[src/shared/fbb_pkg.sv]
/*
  fbb_pkg: constants for the fieldbus object to register bridge.
  assumes a single 50 MHz clock domain and 16-bit internal registers.
*/
package fbb_pkg;

  localparam logic [15:0] FBB_INDEX_OFFSET     = 16'h2001;
  localparam int          FBB_INDEX_OFFSET_DEC = 8193;

  localparam logic [15:0] FBB_REG_SINK_POWER   = 16'h01F2;
  localparam logic [15:0] FBB_REG_SINK_CURRENT = 16'h01F3;
  localparam logic [15:0] FBB_REG_VOLTAGE      = 16'h01F4;
  localparam logic [15:0] FBB_REG_CURRENT      = 16'h01F5;
  localparam logic [15:0] FBB_REG_POWER        = 16'h01F6;
  localparam logic [15:0] FBB_REG_RESISTANCE   = 16'h01F7;
  localparam logic [15:0] FBB_REG_SINK_RES     = 16'h01F8;
  localparam logic [15:0] FBB_REG_STATUS       = 16'h01F9;
  localparam logic [15:0] FBB_REG_STATUS_HI    = 16'h01FA;
  localparam logic [15:0] FBB_REG_VMON         = 16'h01FB;
  localparam logic [15:0] FBB_REG_IMON         = 16'h01FC;
  localparam logic [15:0] FBB_REG_REMOTE       = 16'h0192;

  localparam logic [15:0] FBB_REMOTE_ON        = 16'hFF00;
  localparam logic [15:0] FBB_REMOTE_OFF       = 16'h0000;
  localparam logic [15:0] FBB_FULL_SCALE       = 16'hCCCC;
  localparam logic [15:0] FBB_SETPOINT_RESET   = 16'h0000;

  // output image slot numbers
  localparam int FBB_SLOTS     = 7;
  localparam int FBB_SLOT_U    = 0;
  localparam int FBB_SLOT_I    = 1;
  localparam int FBB_SLOT_P    = 2;
  localparam int FBB_SLOT_R    = 3;
  localparam int FBB_SLOT_SI   = 4;
  localparam int FBB_SLOT_SP   = 5;
  localparam int FBB_SLOT_SR   = 6;

  localparam logic [2:0] FBB_SLOT_W = 3'h7;

  typedef enum logic [1:0] {
    FBB_SVC_IDLE  = 2'b00,
    FBB_SVC_WAIT  = 2'b01,
    FBB_SVC_REPLY = 2'b10
  } fbb_svc_state_t;

endpackage

[src/verilog/fbb_slot.sv]
/*
  fbb_slot: one 16-bit set value slot of the cyclic output image.
  assumes the top module decides when a cyclic or service write hits it.
*/
`timescale 1ns/1ps
module fbb_slot
  import fbb_pkg::*;
(
  input  wire logic        clock_i,
  input  wire logic        rstn_i,
  input  wire logic        wr_i,
  input  wire logic [15:0] wdata_i,
  output logic      [15:0] value_o
);

  always_ff @(posedge clock_i) begin
    if (!rstn_i) begin
      value_o <= FBB_SETPOINT_RESET;
    end else if (wr_i) begin
      value_o <= wdata_i;
    end
  end

endmodule

[src/verilog/fbb_bridge.sv]
/*
  fbb_bridge: translates cyclic images and acyclic service accesses of a
  fieldbus master into accesses on the internal register space.
  assumes the fieldbus framing layer delivers decoded images and service
  requests as strobes, and the internal register space answers every
  read or write with one done pulse, no earlier than the next cycle.
*/
`timescale 1ns/1ps
// Contract
// - object index is register number plus 8193.
// - register number is object index minus 0x2001.
// - input image carries 32-bit status from register 505.
// - input image carries voltage monitor from register 507.
// - input image carries current monitor from register 508.
// - cyclic voltage, current, power, resistance set values go to 500..503.
// - bidirectional units also map sink set values to 499, 498, 504.
// - resistance set values only act where resistance regulation exists.
// - cyclic output image steers only set values; all else is acyclic.
// - no remapping into the cyclic output image is supported.
// - object accesses become register accesses and answers return translated.
// - service dictionary is served only while online with the fieldbus.
// - scaling: 0xCCCC is 100 per cent, 0x0000 is 0 per cent.
// - remote register: 0xFF00 requests remote control, 0x0000 releases.
module fbb_bridge
  import fbb_pkg::*;
(
  input  wire logic        clock_i,
  input  wire logic        rstn_i,
  input  wire logic        bidir_i,
  input  wire logic        res_feature_i,
  input  wire logic        online_i,
  input  wire logic        out_img_valid_i,
  input  wire logic [15:0] out_voltage_i,
  input  wire logic [15:0] out_current_i,
  input  wire logic [15:0] out_power_i,
  input  wire logic [15:0] out_resistance_i,
  input  wire logic [15:0] out_sink_current_i,
  input  wire logic [15:0] out_sink_power_i,
  input  wire logic [15:0] out_sink_res_i,
  input  wire logic [31:0] out_control_i,
  input  wire logic [31:0] status_word_i,
  input  wire logic [15:0] voltage_mon_i,
  input  wire logic [15:0] current_mon_i,
  input  wire logic        svc_req_i,
  input  wire logic        svc_write_i,
  input  wire logic [15:0] svc_index_i,
  input  wire logic [15:0] svc_wdata_i,
  input  wire logic        reg_done_i,
  input  wire logic        reg_err_i,
  input  wire logic [15:0] reg_rdata_i,
  output logic             in_img_valid_o,
  output logic      [31:0] in_status_o,
  output logic      [15:0] in_voltage_mon_o,
  output logic      [15:0] in_current_mon_o,
  output logic      [31:0] in_control_o,
  output logic      [15:0] voltage_setpoint_o,
  output logic      [15:0] current_setpoint_o,
  output logic      [15:0] power_setpoint_o,
  output logic      [15:0] resistance_setpoint_o,
  output logic      [15:0] sink_current_setpoint_o,
  output logic      [15:0] sink_power_setpoint_o,
  output logic      [15:0] sink_resistance_setpoint_o,
  output logic             remote_req_o,
  output logic             svc_busy_o,
  output logic             svc_ack_o,
  output logic             svc_err_o,
  output logic      [15:0] svc_index_o,
  output logic      [15:0] svc_rdata_o,
  output logic             reg_req_o,
  output logic             reg_write_o,
  output logic      [15:0] reg_addr_o,
  output logic      [15:0] reg_wdata_o
);

  logic [15:0]    img   [FBB_SLOTS];
  logic [15:0]    cyc_v [FBB_SLOTS];
  logic           slot_wr [FBB_SLOTS];
  logic [15:0]    slot_wd [FBB_SLOTS];
  logic [15:0]    svc_reg;
  logic [2:0]     svc_slot;
  logic           svc_slot_hit;
  logic           slot_ok [FBB_SLOTS];
  fbb_svc_state_t state_q;
  fbb_svc_state_t state_d;
  logic [2:0]     svc_slot_q;
  logic           svc_accept;
  logic           svc_refuse;
  logic           svc_finish;
  logic           svc_wr_ok;
  logic           remote_hit;

  assign cyc_v[FBB_SLOT_U]  = out_voltage_i;
  assign cyc_v[FBB_SLOT_I]  = out_current_i;
  assign cyc_v[FBB_SLOT_P]  = out_power_i;
  assign cyc_v[FBB_SLOT_R]  = out_resistance_i;
  assign cyc_v[FBB_SLOT_SI] = out_sink_current_i;
  assign cyc_v[FBB_SLOT_SP] = out_sink_power_i;
  assign cyc_v[FBB_SLOT_SR] = out_sink_res_i;

  // sink slots only with bidirectional units, resistance only with the feature
  assign slot_ok[FBB_SLOT_U]  = 1'b1;
  assign slot_ok[FBB_SLOT_I]  = 1'b1;
  assign slot_ok[FBB_SLOT_P]  = 1'b1;
  assign slot_ok[FBB_SLOT_R]  = res_feature_i;
  assign slot_ok[FBB_SLOT_SI] = bidir_i;
  assign slot_ok[FBB_SLOT_SP] = bidir_i;
  assign slot_ok[FBB_SLOT_SR] = bidir_i & res_feature_i;

  // index to register number; subtraction is exact in binary
  assign svc_reg = svc_index_i - FBB_INDEX_OFFSET;

  always_comb begin
    svc_slot_hit = 1'b1;
    svc_slot     = FBB_SLOT_W;
    case (svc_reg)
      FBB_REG_VOLTAGE:      svc_slot = 3'(FBB_SLOT_U);
      FBB_REG_CURRENT:      svc_slot = 3'(FBB_SLOT_I);
      FBB_REG_POWER:        svc_slot = 3'(FBB_SLOT_P);
      FBB_REG_RESISTANCE:   svc_slot = 3'(FBB_SLOT_R);
      FBB_REG_SINK_CURRENT: svc_slot = 3'(FBB_SLOT_SI);
      FBB_REG_SINK_POWER:   svc_slot = 3'(FBB_SLOT_SP);
      FBB_REG_SINK_RES:     svc_slot = 3'(FBB_SLOT_SR);
      default:              svc_slot_hit = 1'b0;
    endcase
  end

  // a set value slot is written by the cyclic image or by a service write;
  // cyclic image wins a same-cycle collision since it refreshes every cycle
  for (genvar g = 0; g < FBB_SLOTS; g++) begin : g_slot
    always_comb begin
      slot_wr[g] = 1'b0;
      slot_wd[g] = cyc_v[g];
      if (out_img_valid_i && slot_ok[g]) begin
        slot_wr[g] = 1'b1;
      end else if (svc_wr_ok && svc_slot_q == 3'(g) && slot_ok[g]) begin
        slot_wr[g] = 1'b1;
        slot_wd[g] = reg_wdata_o;
      end
    end
    fbb_slot u_slot (
      .clock_i (clock_i),
      .rstn_i  (rstn_i),
      .wr_i    (slot_wr[g]),
      .wdata_i (slot_wd[g]),
      .value_o (img[g])
    );
  end

  assign voltage_setpoint_o         = img[FBB_SLOT_U];
  assign current_setpoint_o         = img[FBB_SLOT_I];
  assign power_setpoint_o           = img[FBB_SLOT_P];
  assign resistance_setpoint_o      = img[FBB_SLOT_R];
  assign sink_current_setpoint_o    = img[FBB_SLOT_SI];
  assign sink_power_setpoint_o      = img[FBB_SLOT_SP];
  assign sink_resistance_setpoint_o = img[FBB_SLOT_SR];

  // input image refreshed every cycle from live device state
  always_ff @(posedge clock_i) begin
    if (!rstn_i) begin
      in_status_o      <= '0;
      in_voltage_mon_o <= '0;
      in_current_mon_o <= '0;
    end else begin
      in_status_o      <= status_word_i;
      in_voltage_mon_o <= voltage_mon_i;
      in_current_mon_o <= current_mon_i;
    end
  end

  // valid tracks the link state one cycle late, in step with the image
  always_ff @(posedge clock_i) begin
    if (!rstn_i) begin
      in_img_valid_o <= 1'b0;
    end else begin
      in_img_valid_o <= online_i;
    end
  end

  // control object is opaque: carried through untouched, never decoded
  always_ff @(posedge clock_i) begin
    if (!rstn_i) begin
      in_control_o <= '0;
    end else begin
      in_control_o <= out_control_i;
    end
  end

  // service path: one outstanding request, captured fields held for reply;
  // requests while not idle are dropped, the master must wait for the reply
  assign svc_accept = (state_q == FBB_SVC_IDLE) && svc_req_i && online_i;
  assign svc_refuse = (state_q == FBB_SVC_IDLE) && svc_req_i && !online_i;
  assign svc_finish = (state_q == FBB_SVC_WAIT) && reg_done_i;
  assign svc_wr_ok  = svc_finish && !reg_err_i && reg_write_o;
  assign remote_hit = svc_wr_ok && (reg_addr_o == FBB_REG_REMOTE);

  always_comb begin
    state_d = state_q;
    case (state_q)
      FBB_SVC_IDLE: begin
        if (svc_accept) begin
          state_d = FBB_SVC_WAIT;
        end
      end
      FBB_SVC_WAIT: begin
        if (reg_done_i) begin
          state_d = FBB_SVC_REPLY;
        end
      end
      FBB_SVC_REPLY: begin
        state_d = FBB_SVC_IDLE;
      end
      default: begin
        state_d = FBB_SVC_IDLE;
      end
    endcase
  end

  always_ff @(posedge clock_i) begin
    if (!rstn_i) begin
      state_q <= FBB_SVC_IDLE;
    end else begin
      state_q <= state_d;
    end
  end

  // one-cycle strobe towards the register space
  always_ff @(posedge clock_i) begin
    if (!rstn_i) begin
      reg_req_o <= 1'b0;
    end else begin
      reg_req_o <= svc_accept;
    end
  end

  // request fields stay put until the next accepted request
  always_ff @(posedge clock_i) begin
    if (!rstn_i) begin
      reg_write_o <= 1'b0;
      reg_addr_o  <= '0;
      reg_wdata_o <= '0;
      svc_slot_q  <= FBB_SLOT_W;
    end else if (svc_accept) begin
      reg_write_o <= svc_write_i;
      reg_addr_o  <= svc_reg;
      reg_wdata_o <= svc_wdata_i;
      svc_slot_q  <= svc_slot_hit ? svc_slot : FBB_SLOT_W;
    end
  end

  // busy covers the wait for the register space and the reply cycle
  always_ff @(posedge clock_i) begin
    if (!rstn_i) begin
      svc_busy_o <= 1'b0;
    end else if (svc_accept) begin
      svc_busy_o <= 1'b1;
    end else if (state_q == FBB_SVC_REPLY) begin
      svc_busy_o <= 1'b0;
    end
  end

  // reply strobes last one cycle each
  always_ff @(posedge clock_i) begin
    if (!rstn_i) begin
      svc_ack_o <= 1'b0;
      svc_err_o <= 1'b0;
    end else begin
      svc_ack_o <= svc_finish && !reg_err_i;
      svc_err_o <= svc_refuse || (svc_finish && reg_err_i);
    end
  end

  // reply with the register number turned back into an object index
  always_ff @(posedge clock_i) begin
    if (!rstn_i) begin
      svc_index_o <= '0;
    end else if (svc_refuse) begin
      svc_index_o <= svc_index_i;
    end else if (svc_finish) begin
      svc_index_o <= reg_addr_o + 16'(FBB_INDEX_OFFSET_DEC);
    end
  end

  // read data stays until the next answer from the register space
  always_ff @(posedge clock_i) begin
    if (!rstn_i) begin
      svc_rdata_o <= '0;
    end else if (svc_finish) begin
      svc_rdata_o <= reg_rdata_i;
    end
  end

  // remote control only via service objects, never cyclic;
  // any other written value leaves the request as it stands
  always_ff @(posedge clock_i) begin
    if (!rstn_i) begin
      remote_req_o <= 1'b0;
    end else if (remote_hit && reg_wdata_o == FBB_REMOTE_ON) begin
      remote_req_o <= 1'b1;
    end else if (remote_hit && reg_wdata_o == FBB_REMOTE_OFF) begin
      remote_req_o <= 1'b0;
    end
  end

  // the cyclic output image has fixed slots and no mapping logic
  // values pass unscaled; full scale FBB_FULL_SCALE is the far side's

endmodule

[config.mk]
export PLATFORM = sky130hd
export DESIGN_NAME = fbb_bridge
export DESIGN_NICKNAME = d
export VERILOG_FILES = /design/src/shared/fbb_pkg.sv /design/src/verilog/fbb_slot.sv /design/src/verilog/fbb_bridge.sv
export SDC_FILE = /design/constraint.sdc
export NUM_CORES = 1
export LEC_CHECK = 0
export ABC_AREA = 1
export BUFFER_PORTS_ARGS = -buffer_cell sky130_fd_sc_hd__buf_2
export CORE_AREA = 2 2 213 215
export DETAILED_ROUTE_END_ITERATION = 10
export DIE_AREA = 0 0 215 217
export PLACE_DENSITY_LB_ADDON = 0.15
export SLEW_MARGIN = 20
export SYNTH_ARGS = -nofsm -noshare
export SYNTH_HDL_FRONTEND = slang
export SYNTH_SLANG_ARGS = --single-unit
[constraint.sdc]
create_clock -name clock_i -period 2 [get_ports clock_i]
set_input_delay 0.1 -clock clock_i [delete_from_list [all_inputs] [get_ports clock_i]]
set_output_delay 0.1 -clock clock_i [all_outputs]
set_load 0.1 [all_outputs]
## Yosys cells after proc, flatten, opt, wreduce, memory -nomap -nowiden

Cells that the tools add are included.

| storage, ports and cells | value |
|---|---|
| register bits after elaboration | 284 |
| output and inout bits | 279 |
| word-level logic and storage cells | 121 |

| operators by class | value |
|---|---|
| $add $sub $neg | 2 |
| eq/ne operators | 19 |
| mux-type cells | 40 |
| bitwise operators | 1 |
| reductions and logical operators | 35 |

Operators by type and width:

| operator | number |
|---|---|
| $mux 16 | 16 |
| $eq 16x9->1 const B | 8 |
| $logic_and 1x1->1 | 24 |
| $pmux 3 s7 | 1 |
| $mux 1 | 19 |
| $add 16x14->16 const B | 1 |
| $eq 16x16->1 const B | 1 |
| $logic_not 16->1 | 1 |
| $sub 16x14->16 const B | 1 |
| $eq 3x3->1 const B | 3 |
| $reduce_or 7->1 | 1 |
| $eq 3x2->1 const B | 2 |
| $reduce_bool 2->1 | 3 |
| $mux 2 | 2 |
| $ne 2x2->1 const B | 2 |
| $pmux 2 s2 | 1 |
| $eq 3x1->1 const B | 1 |
| $logic_not 3->1 | 1 |
| $mux 3 | 1 |
| $eq 2x1->1 const B | 1 |
| $eq 2x2->1 const B | 1 |
| $logic_not 1->1 | 2 |
| $logic_not 2->1 | 1 |
| $reduce_and 2->1 | 1 |
| 2 further kinds | 2 |

## Logic depth before layout (Yosys ltp)

Gate-level depths: netlist (run 1).

| logic depth | value |
|---|---|
| depth in word-level cells | 8 |
| depth in mapped cells | 16 |

## Modules after synthesis

Synthesis (run 1) repeated with hierarchy kept, for this count alone.

| unflattened totals | value |
|---|---|
| cell total of the unflattened synthesis | 1,818 |
| area total of the unflattened synthesis | 12,522.0 µm² |

By module, submodules not included:

| module | instances | cells an instance | area an instance (µm²) |
|---|---|---|---|
| fbb_bridge | 1 | 1,111 | 7,801.2 |
| fbb_slot | 7 | 101 | 674.4 |

## Worst setup path after synthesis (run 1)

OpenSTA, ideal clock, no wires.

| timing | value |
|---|---|
| path type | register to register |
| start | register reg_addr_o[0] |
| end | register svc_index_o[15] |
| library setup time | 0.070 ns |
| arrival time | 2.409 ns |
| data required time | 1.930 ns |
| slack | -0.479 ns |
| cell stages (with the launch flop) | 13 |
| clock period less this slack | 2.479 ns |
| cells stage by stage | dfxtp_1 -> nand3_1 -> nor2_1 -> nand2_1 -> nor2_2 -> nand4_1 -> nor2_1 -> nand2_1 -> nand2_1 -> nand2_1 -> nand2_1 -> nand3_1 -> a21oi_1 |

| between the ends | value |
|---|---|
| cells in the longest elaborated chain, start to end | 3 |

Ends and longest elaborated chain:

| what | RTL line | source |
|---|---|---|
| start, declared | fbb_bridge.sv:71 | `output logic [15:0] reg_addr_o,` |
| start signal, assigned | fbb_bridge.sv:244 | `reg_addr_o <= svc_reg;` |
| $add 16x14->16 | fbb_bridge.sv:279 | `svc_index_o <= reg_addr_o + 16'(FBB_INDEX_OFFSET_DEC);` |
| $mux 16 | fbb_bridge.sv:278 | `end else if (svc_finish) begin` |
| $mux 16 | fbb_bridge.sv:276 | `end else if (svc_refuse) begin` |
| end signal, assigned | fbb_bridge.sv:277 | `svc_index_o <= svc_index_i;` |
| end signal, assigned | fbb_bridge.sv:279 |  |
| end, declared | fbb_bridge.sv:67 | `output logic [15:0] svc_index_o,` |

No other way between the ends. The select of a mux whose other input is x is not followed.
A chain may end at the register's enable or synchronous reset.

## Final worst setup path (run 1)

| timing | value |
|---|---|
| start | register reg_wdata_o[11] |
| end | output port reg_wdata_o[11] |

RTL lines:

| what | RTL line | source |
|---|---|---|
| start, declared | fbb_bridge.sv:72 | `output logic [15:0] reg_wdata_o` |
| start signal, assigned | fbb_bridge.sv:245 | `reg_wdata_o <= svc_wdata_i;` |

No word-level cell between the ends.

==> results.toml, run 1 <==
[outcome]
status = "finished, final reports clean"

[synthesis]
dominantRegCellSynth = "dfxtp_1"
synth_compound_area_share_pct = 12.7
async_reset_ff_share_pct = 0
synth-xor-area-share_pct = 0.383
muxShareOfSynthArea_pct = 0
synth_edf_count = 0
synth_nets = 1806
synth_top_area_share_pct = 49.7
yosys_warnings = 0
synth_top_area_cell = "dfxtp_1"
synth_top_family_by_area = "simple AND/OR/NAND/NOR gates"
ys_seq_area_share_pct = 49.7
syn_area_um2 = 11400
synth_common_cells = "nand2_1 (453), dfxtp_1 (284), inv_1 (220)"
ys_seq_elements = 284
synth.distinct_cells = 44
synth.area.top_cells = "dfxtp_1 (50%), nand2_1 (15%), inv_1 (7.2%)"
syn_area_per_cell_um2 = 7.45
synth-simple-area-share_pct = 26.0
synth_fa_ha_area_share_pct = 0.657
synth_most_common_cell = "nand2_1"
syn_inst = 1534

[global_routing]
grtUsageMet2_pct = 37.9
use_met1_pct = 25.2
grt_pass1_wl_um = 78600
grt.overflow.total = 0
antenna_found_initial = 4
grt_usage_pct = 21.7
grt_max_degree = 97
grt.busiest_layer = "met2"
grt_pass1_vias = 13400
grt_use_met3_pct = 5.17

[place]
io_buffers = 544
preCtsSetupSlack_ns = 0.0475
dp_cells = 2651
dpl.hpwl_um = 38800
gp_congestion = 0.840

[cts]
cts_inserted_buffers = 36
cts_sinks = 284
cts_tree = "yes"
root_buffer = "clkbuf_16"
clk_path_buf_depth = 3
cts.htree.levels = 2
clk_pin_slew_ns = 0.06
clkLatencyLatePin_ns = 0.54

[final_layout]
final_util_pct = 42.4
nets = 2624
drive_gt1_share_pct = 30.4
area_growth_pct = 65.6
fill_cells = 4672
stdcell_count = 2981

[setup_path]
path_cells = "buf_2"
critPathBufInv = 1
crit_family = "flip-flops"
regToRegStartpoint = "state_q[1]"
cpPeakStageDelay_ns = 0.69
cp_slowest_cell = "dfxtp_1"
start_kind = "flop"
reg2regPathDepth = 7
critical_path_class = "reg -> out"
worst_r2r_endpoint = "reg_wdata_o[13]"
arrival_ns = 1.77
crit_path_max_fanout = 7
reg2reg_setup_slack_ns = 0.18
crit_path_end_kind = "output pin"
crit_required_ns = 1.90

[routing]
detail_route.wl_per_cell_um = 17.6
drtAntennaViolNets = 0
num_vias = 13400
first_pass_iters = 5
routed_wl_um = 52500
vias_per_cell = 4.50
drtIter0Drc = 711
drc = 0

[timing]
setup_violations = 0
slew_viol_final = 0
post-route-worst-setup-slack_ns = 0.131
clock.fmax_ghz = 0.535
finalCriticalPeriod_ns = 1.87
slew_headroom_pct = 53.8
period_share_pct = 93.5
finalHoldViolations = 0
worst_pin_slew_ns = 0.692
skew_ns = 0.0222

[worst_hold_path]
min_to = "reg_addr_o[13]"
hp-start = "svc_index_i[13]"
hp-class = "in -> reg"
whs_path_depth = 5

[die]
ioPinCount = 545
die_h_um = 217
initial_utilization_pct = 25.6
dieArea_um2 = 46700
die_w_um = 215
rows = 78
core_area_um2 = 44700

[pwr]
p_per_area_nw_per_um2 = 894
cellLeakagePower_nw = 9.69
power_mw = 16.9
ir_worst_vdd_mv = 0.722

[flow_run]
cap_violations = 0
==> state kept, by name, indices dropped and copies added (netlist names), 2 cells and up <==
name                   flops
g_slot.u_slot.value_o    112
in_control_o              32
in_current_mon_o          16
in_status_o               32
in_voltage_mon_o          16
reg_addr_o                16
reg_wdata_o               16
state_q                    2
svc_index_o               16
svc_rdata_o               16
svc_slot_q                 3
==> report_power, final <==
| part | internal, mW | switching (mW) | leakage [nW] |
|---|---|---|---|
| logic | 1.04 | 3.17 | 6.75 |
| clock network | 4.02 | 2.55 | 0.593 |
| registers | 5.96 | 0.196 | 2.35 |
==> cell type report <==
class | count | area (µm²) | share of cell area, %
timing repair buffer | 857 | 5770 | 30.5
sequential | 284 | 5710 | 30.1
inverter | 235 | 892 | 4.71
clock inverter | 9 | 103 | 0.542
clock buffer | 54 | 1090 | 5.76
multi-input combinational | 938 | 4610 | 24.4
tap | 600 | 751 | 3.96
antenna | 4 | 10.0 | 0.0529
==> repair_timing <==
| action | in CTS | in global routing |
|---|---|---|
| endpoints found under the hold margin | 268 | 0 |
| hold buffers | 262 | 0 |
| buffers inserted | 0 | 1 |
| gates resized for setup | 0 | 20 |
| setup endpoints to repair | 0 | 38 |
==> cell families (layout without fill, tap and decap cells) <==
logic type | after synthesis | in the layout
AND/OR/NAND/NOR | 693 | 693
buffers and inverters | 312 | 1155
flip-flops | 284 | 284
AO/OA/AOI/OAI | 234 | 234
adder cells (fa/ha/maj) | 6 | 6
XOR/XNOR | 5 | 5
other | 0 | 4
==> metal layers <==
metal	share of wire (%)	vias to the layer above
met2	49	522
met1	41	6237
li1	-	6545
met3	6.8	101
met4	3.9	0
met5	0	-
==> placed cells by master (no fill, tap or decap), types with 3 or more instances in the layout <==
| cell type | count |
|---|---|
| buf_2 | 543 |
| nand2_1 | 451 |
| dfxtp_1 | 274 |
| dlygate4sd3_1 | 262 |
| inv_1 | 219 |
| nand3_1 | 96 |
| nor2_1 | 74 |
| a31oi_1 | 70 |
| o21ai_0 | 49 |
| a21oi_1 | 49 |
| buf_4 | 48 |
| clkbuf_16 | 37 |
| o211ai_1 | 25 |
| a221oi_1 | 18 |
| nor3_1 | 13 |
| nor2_2 | 12 |
| inv_2 | 11 |
| clkbuf_8 | 10 |
| nor2_4 | 9 |
| nand4_1 | 9 |
| o21ai_1 | 9 |
| nand2_2 | 8 |
| clkbuf_1 | 7 |
| dfxtp_2 | 7 |
| o311ai_0 | 5 |
| ha_1 | 5 |
| clkinv_2 | 5 |
| diode_2 | 4 |
| or2_2 | 4 |
| xor2_1 | 4 |
| nor4_1 | 4 |
| a221oi_2 | 3 |
| buf_12 | 3 |
| dfxtp_4 | 3 |
==> worst register-to-register path, delay by kind of cell, from the launching register on <==
kind | cells | cell delay, ns
buffers and inverters | 2 | 0.69
flip-flops | 1 | 0.34
AND/OR/NAND/NOR | 3 | 0.49
AO/OA/AOI/OAI | 2 | 0.21
==> stage by stage <==
stage	TNS, ns	hold slack [ns]	cell area, µm²
after floorplan	-0.0238	0.179	11500
after global placement	0	0.280	15000
after detailed placement	0	0.281	15000
after CTS	0	0.00493	18800
after global routing	-0.0426	0.0837	18900
final	0	0.0514	18900
==> worst max-delay path by stage <==
| stage | from | endpoint | slack, ns | cells after the start |
|---|---|---|---|---|
| after floorplan | reg_addr_o[4] | svc_index_o[15] | -0.02 | 12 |
| after global placement | state_q[1] | g_slot[6].u_slot.value_o[9] | 0.1 | 12 |
| after detailed placement | svc_index_i[1] | svc_slot_q[0] | 0.05 | 16 |
| after CTS | reg_wdata_o[13] | reg_wdata_o[13] | 0.03 | 1 |
| after global routing | svc_index_i[1] | svc_slot_q[0] | -0.02 | 17 |
| final | reg_wdata_o[11] | reg_wdata_o[11] | 0.13 | 1 |
(Power assumes the default switching activity.)
==> run 2, diff against run 1 <==
- GPL_TIMING_DRIVEN: default -> 0
==> results.toml, run 2 (synthesis gave the netlist of run 1 again) <==
[outcome]
status = "finished, final reports clean"

[place]
gp_congestion = 0.887
dpl.hpwl_um = 42500
io_buffers = 543
preCtsSetupSlack_ns = -0.489
place_area_um2 = 14900

[timing]
finalHoldViolations = 0
clock.fmax_ghz = 0.511
finalCriticalPeriod_ns = 1.96
rsz0062_at_grt = "yes"
slew_viol_final = 0
post-route-worst-setup-slack_ns = 0.0416
slew_headroom_pct = 36.4
period_share_pct = 97.9
setup_violations = 0
skew_ns = 0.0263
worst_pin_slew_ns = 0.954

[pwr]
p_int_mw = 11.0
power_frac_seq_pct = 36.6
switching_share_pct = 35.5
power.switching_mw = 6.03
ir_worst_vdd_mv = 0.729
power.clock.fraction_pct = 38.9
cellLeakagePower_nw = 9.59
pwr-share-comb_pct = 24.5
p_per_area_nw_per_um2 = 899

[global_routing]
antenna_found_initial = 3
grt_usage_pct = 23.2
grt.overflow.total = 0
grt_pass1_vias = 13600
grt_max_degree = 17
grt_pass1_wl_um = 82300

[routing]
drtIter0Drc = 661
wl_met1_um = 22400
routed_wl_um = 56300
wl_met2_um = 28200
drtAntennaViolNets = 0
drc = 0
detail_route.wl_per_cell_um = 18.7
topRoutingLayerUsed = "met4"
first_pass_iters = 5
vias_per_cell = 4.51
num_vias = 13600
dr_wl_met3_um = 3810

[die]
dieArea_um2 = 46700
rows = 78
ioPinCount = 545
die_w_um = 215
core_area_um2 = 44700
initial_utilization_pct = 25.6
die_h_um = 217

[cts]
clk_path_buf_depth = 3
cts_tree = "yes"
root_buffer = "clkbuf_16"
clkLatencyLatePin_ns = 0.54
clk_pin_slew_ns = 0.06
cts.htree.levels = 2
cts_sinks = 284
cts_inserted_buffers = 35

[final_layout]
drive_gt1_share_pct = 29.4
largest_reg_flops = 112
area_growth_pct = 65.3
layout_common_cells = "buf_2 (549), nand2_1 (447), dfxtp_1 (272)"
top_regs = "g_slot.u_slot.value_o x112, in_control_o x32, in_status_o x32"
multi_input_area_um2 = 4700
largest_register = "g_slot.u_slot.value_o"
layout.cells.most_common = "buf_2"
fill_cells = 4670
nets = 2648
fin_area_um2 = 18900
ff_latch_area_um2 = 5710

[worst_hold_path]
hp-class = "in -> reg"
whs_path_depth = 6
min_to = "reg_addr_o[14]"
hp-start = "svc_index_i[14]"

[setup_path]
cp_slowest_cell = "dfxtp_1"
worst_r2r_endpoint = "g_slot[4].u_slot.value_o[6]"
regToRegStartpoint = "state_q[0]"
crit_required_ns = 1.90
crit_path_max_fanout = 8
critPathBufInv = 1
start_kind = "flop"
crit_family = "flip-flops"
path_cells = "buf_2"
critical_path_class = "reg -> out"
arrival_ns = 1.86
cpPeakStageDelay_ns = 0.78
crit_path_end_kind = "output pin"
reg2reg_setup_slack_ns = 0.10
reg2regPathDepth = 12

[flow_run]
cap_violations = 0
-- run 2: cell count changes in the layout (fill, tap and decap cells not counted), moves of 4 or more --
cell           previous run  this run
dlygate4sd3_1           262       258
buf_4                    48        10
buf_2                   543       549
buf_1                     0         5
nand3_1                  96        91
clkbuf_1                  7        63
nand2_1                 451       447
clkbuf_8                 10         6
-- run 2: cell type report --
type / count / share of cell area [%]
clock buffers: 53 / 5.54
clock inverters: 9 / 0.642
flip-flops and latches: 284 / 30.2
inverters: 235 / 4.69
well taps: 600 / 3.97
multi-input cells: 938 / 24.9
repair buffers: 808 / 28.3
diodes: 3 / 0.0397
plain buffers: 74 / 1.71
-- run 2: how the worst max path moves through the flow --
stage,end,startpoint,cells after the start
finish,reg_wdata_o[14],reg_wdata_o[14],1
global route,svc_index_o[15],reg_addr_o[1],13
CTS,g_slot[3].u_slot.value_o[12],state_q[0],12
detailed placement,in_control_o[28],rstn_i,5
global placement,in_control_o[23],rstn_i,5
floorplan,svc_index_o[15],reg_addr_o[4],12
-- run 2: tightest hold or removal path, stage by stage --
cell	delay, ns
buf_2	0.11
nand2_1	0.05
nand2_1	0.11
nand2_1	0.06
o211ai_1	0.07
inv_1	0.04
-- run 2: routing by layer --
layer,GRT usage [%],vias to the layer above
met4,8.32,0
met1,26.6,6317
met5,0,-
li1,-,6581
met3,5.21,102
met2,42.4,560
-- run 2: repair_timing --
action / in CTS / in global routing
pin swaps: 0 / 12
hold endpoints to repair: 263 / 0
endpoints found under the setup margin: 32 / 101
gates cloned: 0 / 0
hold buffers: 258 / 0
buffers inserted: 0 / 7
gates resized for setup: 7 / 48
-- run 2: power by group through the flow --
stage	logic, mW	clock network [mW]	registers (mW)
CTS	4.14	6.76	6.21
global placement	3.71	0	6.32
finish	4.16	6.61	6.21
floorplan	0.686	0	8.34
detailed placement	3.71	0	6.33
global route	4.37	6.97	6.24
-- run 2: per-stage QoR --
stage	total power [mW]	hold slack (ns)	TNS [ns]	cells	utilization, %
finish	17.0	0.0477	0	3004	42.3
global route	17.6	0.0730	-0.103	3002	42.3
CTS	17.1	0.00922	0	2996	41.8
detailed placement	10.0	0.284	-22.79	2677	33.4
global placement	10.0	0.282	-21.06	2677	33.4
floorplan	9.03	0.179	-0.0238	1534	-
==> run 3, diff against run 2 <==
- CORE_AREA: 2 2 213 215 -> 2 2 212 214
- CTS_BUF_LIST: default -> sky130_fd_sc_hd__clkbuf_4 sky130_fd_sc_hd__clkbuf_8
- DIE_AREA: 0 0 215 217 -> 0 0 214 216
- SYNTH_HIERARCHICAL: default -> 1
==> results.toml, run 3 <==
[final_layout]
area_growth_pct = 63.6
fill_cells = 4491
nets = 2973
stdcell_count = 3338
largest_reg_flops = 112
top_regs = "g_slot.u_slot/value_o x112, in_control_o x32, in_status_o x32"
layout.cells.most_common = "buf_2"
drive_gt1_share_pct = 31.4
final_util_pct = 46.7
largest_register = "g_slot.u_slot/value_o"
layout_common_cells = "buf_2 (545), nand2_1 (521), inv_1 (283)"

[cts]
root_buffer = "clkbuf_8"
cts.htree.levels = 2
cts_sinks = 284
cts_inserted_buffers = 53
clk_pin_slew_ns = 0.06
clk_path_buf_depth = 3
clkLatencyLatePin_ns = 0.63
cts_tree = "yes"
hold_buffers = 266

[synthesis]
synth-simple-area-share_pct = 29.7
ys_seq_elements = 284
ys_seq_area_share_pct = 45.4
yosys_warnings = 6
synth_compound_area_share_pct = 8.89
synth_edf_count = 0
synth_common_cells = "nand2_1 (541), inv_1 (291), dfxtp_1 (284)"
synth.distinct_cells = 42
syn_inst = 1818
synth-xor-area-share_pct = 0.629
dominantRegCellSynth = "dfxtp_1"
synth_most_common_cell = "nand2_1"
synth_nets = 2090
synth_top_area_cell = "dfxtp_1"
synth_fa_ha_area_share_pct = 0.600
synth_top_family_by_area = "simple AND/OR/NAND/NOR gates"
muxShareOfSynthArea_pct = 1.74
synth.area.top_cells = "dfxtp_1 (45%), nand2_1 (16%), inv_1 (8.7%)"
syn_area_per_cell_um2 = 6.89
async_reset_ff_share_pct = 0
syn_area_um2 = 12500
synth_top_area_share_pct = 45.4

[place]
dp_cells = 2953
gp_congestion = 0.894
dpl.hpwl_um = 40600
preCtsSetupSlack_ns = -0.649
io_buffers = 543

[die]
die_w_um = 214
initial_utilization_pct = 28.6
core_area_um2 = 43800
die_h_um = 216
dieArea_um2 = 46200
rows = 77
ioPinCount = 545

[routing]
routed_wl_um = 55600
vias_per_cell = 4.35
num_vias = 14500
drc = 0
detail_route.wl_per_cell_um = 16.7
drtIter0Drc = 823
drtAntennaViolNets = 0
first_pass_iters = 7

[pwr]
p_per_area_nw_per_um2 = 848
ir_worst_vdd_mv = 0.704
cellLeakagePower_nw = 11.3
power_mw = 17.4

[setup_path]
start_kind = "flop"
crit_path_end_kind = "flop"
startpoint = "state_q[1]"
regToRegStartpoint = "state_q[1]"
arrival_ns = 2.60
crit_required_ns = 2.54
crit_path_max_fanout = 8
reg2regPathDepth = 16
critical_path_class = "reg -> reg"

[timing]
finalHoldViolations = 16
finalCriticalPeriod_ns = 2.06
post-route-worst-setup-slack_ns = -0.0632
slew_headroom_pct = 49.5
whs_ns = -0.237
period_share_pct = 103
skew_ns = 0.0338
rsz0062_at_grt = "yes"
worst_pin_slew_ns = 0.758
setup_violations = 3
slew_viol_final = 0
setup-tns-final_ns = -0.111
clock.fmax_ghz = 0.485

[global_routing]
grt.overflow.total = 0
grt_pass1_wl_um = 82300
grt_max_degree = 14
grt_pass1_vias = 14600
grt_usage_pct = 23.2
antenna_found_initial = 5

[worst_hold_path]
whs_path_depth = 3
hp-start = "rstn_i"
hp-class = "in -> reg"

[outcome]
failed_checks = "hold timing, setup timing"
status = "finished with violations"

[flow_run]
cap_violations = 0
==> run 3: cell types whose count changed after synthesis, sizes merged, moves of 4 or more <==
cell / previous run / this run
clkbuf: 57 / 48
nor3: 15 / 6
a21oi: 49 / 34
o21ai: 59 / 155
nor2: 97 / 302
a31oi: 70 / 11
nand3: 100 / 35
a221oi: 21 / 0
buf: 20 / 39
mux2: 0 / 16
nand2: 460 / 548
o211ai: 25 / 5
inv: 231 / 293
o311ai: 5 / 1
==> run 3: critical path: stages (launching register included) <==
cell and delay (ns):
dfxtp_2 0.33, inv_2 0.07, nand2_4 0.06, nor2_4 0.11, inv_4 0.06, nor3_4 0.12
buf_6 0.16, nand3_4 0.09, clkinv_4 0.10, nand4_4 0.20, buf_8 0.23, buf_6 0.11
o21ai_2 0.09, inv_1 0.05, nand2_1 0.05, nand2_1 0.06, nor2_2 0.09
==> run 3: worst paths after layout <==
check                                       to  slack, ns
setup / recovery  g_slot[6].u_slot/value_o[14]      -0.06
hold / removal    g_slot[6].u_slot/value_o[15]      -0.24
setup reg to reg  g_slot[6].u_slot/value_o[14]      -0.06
hold reg to reg    g_slot[1].u_slot/value_o[1]       0.47
==> run 3: where the power goes <==
| part | leakage [nW] | internal [mW] | total, mW | switching, mW |
|---|---|---|---|---|
| clock | 0.641 | 3.66 | 6.29 | 2.63 |
| sequential | 2.36 | 6.01 | 6.22 | 0.216 |
| combinational | 8.29 | 1.17 | 4.85 | 3.68 |
| total | 11.3 | 10.8 | 17.4 | 6.53 |
==> run 3: logic make-up (layout without fill, tap and decap cells) <==
family          after synthesis  count (layout)
xor+xnor                      9               9
other cells                   0               3
fa+ha+maj                     6               6
buf+inv                     381            1306
flops                       284             284
compound gates              212             212
simple gates                910             910
mux                          16              16
==> run 3: timing repair <==
action | 4_1_cts | 5_1_grt
gates resized for setup | 76 | 117
setup endpoints to repair | 123 | 140
cloned | 3 | 3
endpoints found under the hold margin | 280 | 16
setup buffers | 6 | 8
pin swaps | 5 | 13
==> run 3: area by class of cell <==
cell class                      count  area [µm²]  area share, %
Antenna cell                        3        7.51         0.0366
Clock inverter                      8        70.1          0.342
Multi-Input combinational cell   1153        5460           26.6
Tap cell                          592         741           3.62
Clock buffer                       89        1120           5.49
Sequential cell                   284        5720           27.9
Inverter                          294        1110           5.43
Buffer                             87         677           3.30
Timing Repair Buffer              828        5590           27.3
==> run 3: per-stage QoR <==
stage | area, µm² | hold WS (ns)
after floorplan | 12500 | 0.179
after global placement | 16000 | 0.280
after detailed placement | 16000 | 0.284
after CTS | 20100 | -0.302
after global routing | 20500 | -0.247
final | 20500 | -0.237
==> run 3: routing by layer <==
layer / up-vias / GRT usage, % / routed length (µm)
li1: 7259 / - / -
met2: 563 / 40.7 / 27100
met3: 151 / 6.64 / 4280
met5: - / 0 / 30
met1: 6528 / 25.1 / 21500
met4: 4 / 12.8 / 2730
